### src/logic/branch_unit_params.svh
// constants for the conditional branch unit
`ifndef BRANCH_UNIT_PARAMS_SVH
`define BRANCH_UNIT_PARAMS_SVH
// ----------------------------------------
// opcodes
// ----------------------------------------
`define OP_ESCAPE 8'hA5
`define OP_BIT_SET_CLEAR 8'h10
`define OP_BIT_SET 8'h20
`define OP_BIT_CLEAR 8'h30
`define OP_BIT_EXT 8'hA9
`define OP_CARRY 8'h40
`define OP_NO_CARRY 8'h50
`define OP_EQUAL 8'h68
`define OP_NOT_EQUAL 8'h78
`define OP_GT_UNS 8'h38
`define OP_LE_UNS 8'h28
`define OP_ACC_NZ 8'h70
`define OP_GT_SGN 8'h18
`define OP_GE_SGN 8'h58
`define OP_LT_SGN 8'h48
`define OP_LE_SGN 8'h08
`define OP_ACC_Z 8'h60
`define OP_TABLE 8'h73
// ----------------------------------------
// extended bit-jump sub-opcode (upper nibble of the byte after the opcode)
// ----------------------------------------
`define SUB_SET_CLEAR 4'h1
`define SUB_SET 4'h2
`define SUB_CLEAR 4'h3
// ----------------------------------------
// lengths and reset value
// ----------------------------------------
`define LEN_SHORT 24'h000002
`define LEN_LONG 24'h000003
`define LEN_LONG_EXT 24'h000004
`define PC_RESET 24'h000000
`endif

### src/logic/branch_unit_pkg.sv
// types for the conditional branch unit
package branch_unit_pkg;
	// flags presented by the core
	typedef struct packed {
		logic carry_flag;
		logic overflow_flag;
		logic negative_flag;
		logic zero_flag;
	} flags_t;
	// fetched instruction, byte 0 first
	typedef struct packed {
		logic [7:0] byte0;
		logic [7:0] byte1;
		logic [7:0] byte2;
		logic [7:0] byte3;
		logic [7:0] byte4;
	} instr_t;
endpackage : branch_unit_pkg

### src/logic/conditional_branch_unit.sv
// conditional and indirect branch evaluation with program counter update
//
// Overview of operation
// - bit-set jump branches on one, bit kept
// - test-and-clear branches on one, clears bit
// - no write when tested bit already zero
// - port bits tested from output latch
// - three-byte bit jumps: pc+3 then displacement
// - two-byte jumps: pc+2 then displacement
// - 40h jumps on carry set
// - 50h jumps on carry clear, carry kept
// - 68h jumps on zero flag set
// - 78h jumps on zero flag clear
// - 38h jumps when zero and carry clear
// - 28h jumps when zero or carry set
// - 70h jumps on nonzero accumulator, unchanged
// - signed greater: zero clear, negative equals overflow
// - table jump adds accumulator to data pointer
// - 73h loads only low sixteen pc bits
// - bit-clear jump branches on zero, bit kept
// - binary mode needs A5 prefix for extended codes
`timescale 1ns/1ps
`include "branch_unit_params.svh"
module conditional_branch_unit #(
	parameter int PC_WIDTH = 24
) (
	// clock and reset
	input wire logic clk,
	input wire logic rst_b,
	// instruction request
	input wire logic instr_valid,
	input wire branch_unit_pkg::instr_t instr,
	input wire logic source_mode,
	// operands
	input wire branch_unit_pkg::flags_t flags,
	input wire logic [7:0] accumulator_reg,
	input wire logic [15:0] data_pointer_word,
	input wire logic tested_bit_pin,
	input wire logic tested_bit_latch,
	input wire logic tested_bit_is_port,
	// results
	output logic [PC_WIDTH-1:0] pc,
	output logic done,
	output logic taken,
	output logic recognised,
	output logic bit_clear_write
);
	// ----------------------------------------
	// helpers
	// ----------------------------------------
	// sign-extended relative target from an advanced pc
	function automatic logic [PC_WIDTH-1:0] rel_target(
		input logic [PC_WIDTH-1:0] base,
		input logic [7:0] disp
	);
		logic [PC_WIDTH-1:0] ext;
		ext = {{(PC_WIDTH-8){disp[7]}}, disp};
		rel_target = base + ext;
	endfunction : rel_target

	// ----------------------------------------
	// decode
	// ----------------------------------------
	logic escaped; // prefix consumed
	logic [7:0] op; // opcode after optional prefix
	logic [7:0] op_b1; // byte after opcode
	logic [7:0] op_b2; // second byte after opcode
	logic [7:0] op_b3; // third byte after opcode
	logic bit_value; // value of the addressed bit
	logic next_taken;
	logic next_known;
	logic next_write;
	logic [PC_WIDTH-1:0] next_pc;
	logic [PC_WIDTH-1:0] adv; // pc past the instruction
	logic [15:0] table_sum; // accumulator plus data pointer
	logic [7:0] disp; // selected displacement
	logic ext_ok; // extended code legal in this mode
	logic table_jump;

	// prefix, operand byte selection
	always_comb begin
		escaped = (instr.byte0 == `OP_ESCAPE);
		op = escaped ? instr.byte1 : instr.byte0;
		op_b1 = escaped ? instr.byte2 : instr.byte1;
		op_b2 = escaped ? instr.byte3 : instr.byte2;
		op_b3 = escaped ? instr.byte4 : instr.byte3;
		// binary mode needs the prefix, source mode refuses it
		ext_ok = escaped ^ source_mode;
	end

	// port bits are read back from the latch, not the pin
	always_comb begin
		bit_value = tested_bit_is_port ? tested_bit_latch : tested_bit_pin;
	end

	// sum is 16 bits wide; carry out is dropped on purpose
	always_comb begin
		table_sum = data_pointer_word + {8'h00, accumulator_reg};
	end

	// condition evaluation and target selection
	always_comb begin
		next_taken = 1'b0;
		next_known = 1'b1;
		next_write = 1'b0;
		table_jump = 1'b0;
		adv = pc + `LEN_SHORT;
		disp = op_b1;
		unique case (op)
			`OP_BIT_SET_CLEAR, `OP_BIT_SET, `OP_BIT_CLEAR: begin
				// legacy bit address: never prefixed
				next_known = !escaped;
				adv = pc + `LEN_LONG;
				disp = op_b2;
				if (op == `OP_BIT_SET) begin
					next_taken = bit_value;
				end else if (op == `OP_BIT_CLEAR) begin
					next_taken = !bit_value;
				end else begin
					next_taken = bit_value;
					next_write = bit_value;
				end
			end
			`OP_BIT_EXT: begin
				// extended bit jump: sub-op, bit address, displacement
				next_known = ext_ok;
				adv = pc + (escaped ? `LEN_LONG_EXT : `LEN_LONG);
				disp = op_b3;
				unique case (op_b1[7:4])
					`SUB_SET: next_taken = bit_value;
					`SUB_CLEAR: next_taken = !bit_value;
					`SUB_SET_CLEAR: begin
						next_taken = bit_value;
						next_write = bit_value;
					end
					default: next_known = 1'b0;
				endcase
			end
			`OP_CARRY: next_taken = flags.carry_flag;
			`OP_NO_CARRY: next_taken = !flags.carry_flag;
			`OP_ACC_NZ: next_taken = |accumulator_reg;
			`OP_ACC_Z: next_taken = ~|accumulator_reg;
			`OP_EQUAL: next_taken = flags.zero_flag;
			`OP_NOT_EQUAL: next_taken = !flags.zero_flag;
			`OP_GT_UNS: begin
				next_taken = !flags.zero_flag && !flags.carry_flag;
			end
			`OP_LE_UNS: begin
				next_taken = flags.zero_flag || flags.carry_flag;
			end
			`OP_GT_SGN: begin
				next_taken = !flags.zero_flag &&
					(flags.negative_flag == flags.overflow_flag);
			end
			`OP_GE_SGN: begin
				next_taken = flags.negative_flag == flags.overflow_flag;
			end
			`OP_LT_SGN: begin
				next_taken = flags.negative_flag != flags.overflow_flag;
			end
			`OP_LE_SGN: begin
				next_taken = flags.zero_flag ||
					(flags.negative_flag != flags.overflow_flag);
			end
			`OP_TABLE: begin
				// table jump is a base-page code: no prefix
				next_known = !escaped;
				table_jump = 1'b1;
				next_taken = 1'b1;
			end
			default: next_known = 1'b0;
		endcase
		// extended flag jumps live behind the prefix in binary mode
		if (op == `OP_EQUAL || op == `OP_NOT_EQUAL || op == `OP_GT_UNS ||
			op == `OP_LE_UNS || op == `OP_GT_SGN || op == `OP_GE_SGN ||
			op == `OP_LT_SGN || op == `OP_LE_SGN) begin
			next_known = ext_ok;
		end else if (op == `OP_CARRY || op == `OP_NO_CARRY ||
			op == `OP_ACC_NZ || op == `OP_ACC_Z) begin
			next_known = !escaped;
		end
		// unknown codes neither branch nor write
		if (!next_known) begin
			next_taken = 1'b0;
			next_write = 1'b0;
		end
		if (table_jump) begin
			next_pc = {pc[PC_WIDTH-1:16], table_sum};
		end else if (next_taken) begin
			next_pc = rel_target(adv, disp);
		end else begin
			next_pc = adv;
		end
	end

	// ----------------------------------------
	// program counter
	// ----------------------------------------
	// unknown codes leave pc alone so the core can route them elsewhere
	always_ff @(posedge clk or negedge rst_b) begin
		if (!rst_b) begin
			pc <= `PC_RESET;
		end else if (instr_valid && next_known) begin
			pc <= next_pc;
		end
	end

	// ----------------------------------------
	// result strobes
	// ----------------------------------------
	// one-cycle pulses after each accepted instruction
	always_ff @(posedge clk or negedge rst_b) begin
		if (!rst_b) begin
			done <= 1'b0;
			taken <= 1'b0;
			recognised <= 1'b0;
			bit_clear_write <= 1'b0;
		end else begin
			done <= instr_valid;
			recognised <= instr_valid && next_known;
			taken <= instr_valid && next_taken;
			// clear only on a taken test-and-clear
			bit_clear_write <= instr_valid && next_write;
		end
	end
endmodule : conditional_branch_unit

### config.mk
export PLATFORM = sky130hd
export DESIGN_NAME = conditional_branch_unit
export DESIGN_NICKNAME = d
export VERILOG_FILES = /design/src/logic/branch_unit_pkg.sv /design/src/logic/conditional_branch_unit.sv
export VERILOG_INCLUDE_DIRS = /design/src /design/src/logic
export SDC_FILE = /design/constraint.sdc
export NUM_CORES = 1
export LEC_CHECK = 0
export BUFFER_PORTS_ARGS = -buffer_cell sky130_fd_sc_hd__clkbuf_2
export CORE_MARGIN = 2
export CORE_UTILIZATION = 61
export CTS_BUF_LIST = sky130_fd_sc_hd__clkbuf_4 sky130_fd_sc_hd__clkbuf_8 sky130_fd_sc_hd__clkbuf_16
export DETAILED_ROUTE_END_ITERATION = 10
export GPL_TIMING_DRIVEN = 0
export PLACE_DENSITY = 0.89
export SKIP_LAST_GASP = 1
export SLEW_MARGIN = 5
export SYNTH_ARGS = -nofsm -noshare
export SYNTH_HDL_FRONTEND = slang
export SYNTH_SLANG_ARGS = --single-unit
### constraint.sdc
create_clock -name clk -period 11.65 [get_ports clk]
set_clock_uncertainty 0.15 [all_clocks]
set_input_delay 1.7475 -clock clk [delete_from_list [all_inputs] [get_ports clk]]
set_output_delay 1.7475 -clock clk [all_outputs]
set_load 0.02 [all_outputs]
==> summary.txt <==
Status
  • Outcome: complete, no violations

Final layout
  • Non-Filler Instances: 782
  • Synthesis-to-layout area growth: 15.2%
  • # diodes: 0
  • Fillers: ~590
  • Nets: between 700 and 800
  • Fraction of layout instances using a drive strength above 1: approximately a fifth

Pwr
  • Int Pwr: approximately 0.00027 W
  • Net Sw Power: between 0.0002 and 0.00025 W
  • Logic pwr share: 62.5%
  • Clock power share: 12.3%
  • Seq pwr share: roughly 25%
  • PD cells: 101 nW/um^2
  • Peak supply drop: between 40 and 50 uV
  • LEAKAGE: roughly 2.4 nW
  • Sw Ratio: a little under half

STA
  • Final setup vio count: 0
  • Final Hold Fails: 0
  • Pin slew with the least headroom to its limit: roughly 0.77 ns
  • Worst slew margin: 48.4%
  • Setup TNS Final: 0 ns
  • Fmax: approximately 130 MHz
  • Max-slew violations: 0
  • Fin crit period: approximately 7.6 ns
  • Fin crit share: about two thirds
  • Unrepaired setup endpoints after global routing: no

Synthesis
  • Cells after synthesis: between 500 and 600
  • Synthesized area per cell: 7.71 sq um
  • Post-synth top area cell: dfrtp_1
  • Synth top area share: 15.7%
  • Synth area leaders: dfrtp_1 (16%), ha_1 (10%), xnor2_1 (7.3%)
  • Cell Area, Synth: ~4500 sq um
  • Register area share after synthesis: approximately 16%
  • Synthesized net count: roughly 690
  • Netlist cell types: 75
  • Post-synth top cells: a21oi_1 (52), nand2_1 (43), nor2_1 (42), xnor2_1 (37), ha_1 (36)
  • Most frequent cell after synthesis: a21oi_1
  • EDFF count, synth: 0
  • Async set-reset flop share out of synthesis: 100%
  • Synth warn: 0
  • #FFs+latches synth: 28
  • Ys flop type: dfrtp_1

GRT
  • First-pass GRT wire length: between 20000 and 25000 um
  • Initial antenna violation count: 0
  • Overflow after GRT: 0
  • Largest net degree at the start of global routing: 29
  • Total track usage: approximately 32%
  • Vias in the first global route: between 4000 and 5000

Drt
  • Drt first pass iters: 5
  • Vias: between 5000 and 6000
  • Routed WL: approximately 13000 um
  • DRT iter0 DRCs: ~480
  • DR vias/cell: about 6.4
  • Avg WL per Cell: about 17 um
  • DRT antenna net count: 0
  • DR DRC count: 0

Floorplanning
  • Initial core utilization: between 60% and 70%
  • Die area: ~8000 sq um
  • Num rows: 31
  • Ports: 103
  • Core ar.: about 7200 sq um
  • Die Y: approximately 90 um
  • DIE WIDTH: 89.5 um

Placement
  • Post-DP HPWL: around 11000 um
  • GPL Wtd Cong: slightly above 0.9
  • # port buffers: 100
  • Dpl cells: about 800

Worst setup path
  • Critical path required time: around 12 ns
  • Crit path max-delay cell type: a2111oi_0
  • Critical path class: input port to flip-flop
  • Crit path cell chain: clkbuf_2 > buf_6 > nand4bb_4 > o41a_1 > nor4_2 > and2_1 > buf_2 > inv_1 > ha_1 > a21o_1 > a21oi_1 > mux2i_1 > nand3_1 > xnor2_1 > ha_1 > nor3_1 > nor2_1 > a211o_1 > a2111oi_0 > o311ai_0 > a21oi_1 > xnor2_1 > mux2i_1 > o21ai_1
  • Critical path startpoint category: input port
  • CP Max Fanout: 10
  • Crit end category: flip-flop
  • Worst Path Arrival: between 7 and 8 ns
  • Slowest Stage Delay on Critical Path: between 0.7 and 0.8 ns

Clock network
  • Hold buffer count at CTS: 0
  • Clock root cell: clkbuf_8
  • Clock Tree Buf Depth: 2
  • CTS tree: yes
  • Post CTS Setup Buffer Count: 0
  • Worst skew pair latency: roughly 0.28 ns
  • Reg clk slew, reported paths: 0.10 ns
  • CTS Buf Count: 3
  • CTS H-Tree Depth: 1
  • CTS resizes: 0
  • CTS sink cnt: 28

Worst hold path
  • HP Class: flip-flop to flip-flop

Flow run
  • Maxcap violations: 0
[state kept, by name, summed over array words and instances (netlist names)]
register         count
recognised           1
done                 1
taken                1
pc                  24
bit_clear_write      1
[power groups by stage]
stage	sequential, W	clock [W]	combinational [W]
final	0.000131	0.0000637	0.000324
after CTS	0.000130	0.0000628	0.000317
after global placement	0.000131	0	0.000302
after global routing	0.000132	0.0000680	0.000356
after floorplan	0.000145	0	0.000216
after detailed placement	0.000132	0	0.000314
[final timing paths]
kind / endpoint / slack [ns] / depth (start not counted) / start
worst max-delay path: pc[16] / 4.08 / 24 / instr[38]
worst min-delay path: pc[23] / 0.33 / 1 / pc[23]
worst max register to register: pc[16] / 6.88 / 16 / pc[1]
worst min register to register: pc[23] / 0.33 / 1 / pc[23]
max in group asynchronous: pc[6] / 9.56 / 1 / rst_b
min in group asynchronous: pc[23] / 1.34 / 1 / rst_b
[critical path, delay by kind of cell]
kind	cells	cell delay [ns]
and+or+nand+nor	6	1.35
AOI/OAI and AO/OA	8	2.26
muxes	2	0.66
adders and majority gates	2	0.64
buffers and inverters	4	0.54
xor gates and xnor gates	2	0.37
[routing by layer]
metal	GRT usage, %	vias to the layer above	routed length, um
li1	-	2378	-
met1	42.8	2361	5380
met4	6.65	0	191
met2	58.2	263	6400
met5	0	-	0
met3	2.31	22	1140
[logic make-up after synthesis]
| kind of cell | count (synthesis) | share of synthesized area [%] |
|---|---|---|
| flip-flops | 28 | 15.7 |
| AND/OR/NAND/NOR | 202 | 24.5 |
| XOR/XNOR | 57 | 11.2 |
| multiplexers | 22 | 5.07 |
| AO/OA/AOI/OAI | 185 | 27.6 |
| buffers and inverters | 46 | 4.51 |
| adder cells (fa/ha/maj) | 39 | 11.4 |
[cells in the final DEF (no fill, tap or decap), drive strengths merged, types with 3 or more instances in the layout]
cell type,count
nand4,6
nand2,44
and3,11
a2111oi,4
xor2,20
inv,25
a31oi,8
nor3,21
dfrtp,28
xnor2,37
mux2,5
or4b,4
nor2,42
nor2b,11
o21a,3
nor3b,3
a221oi,4
a21oi,54
nor4,5
a22o,8
a211oi,9
fa,3
o21ai,42
o21bai,3
a22oi,5
o31ai,3
nand3b,4
clkbuf,112
buf,13
a221o,5
a21o,9
nand3,21
or2,3
and2,10
nand2b,4
mux2i,17
ha,36
o22ai,4
[per-stage QoR]
| step | utilization, % | total power (W) | hold WS, ns | instance area, sq um | worst slack, ns |
|---|---|---|---|---|---|
| floorplan | - | 0.000360 | 0.428 | 4460 | 4.81 |
| global route | 71.7 | 0.000556 | 0.378 | 5140 | 3.70 |
| finish | 71.7 | 0.000518 | 0.331 | 5140 | 4.08 |
| global placement | 70.9 | 0.000433 | 0.306 | 5090 | 4.03 |
| detailed placement | 70.9 | 0.000446 | 0.324 | 5090 | 3.89 |
| CTS | 71.7 | 0.000510 | 0.342 | 5140 | 4.18 |
[layout make-up]
type	instances	area (sq um)	share of cell area (%)
Multi-Input combinational cell	505	3560	69.2
Buffer	21	108	2.09
Clock buffer	4	55.1	1.07
Timing Repair Buffer	100	500	9.73
Tap cell	99	124	2.41
Sequential cell	28	701	13.6
Inverter	25	93.8	1.82
No activity file was read; power rests on OpenSTA's default activity.
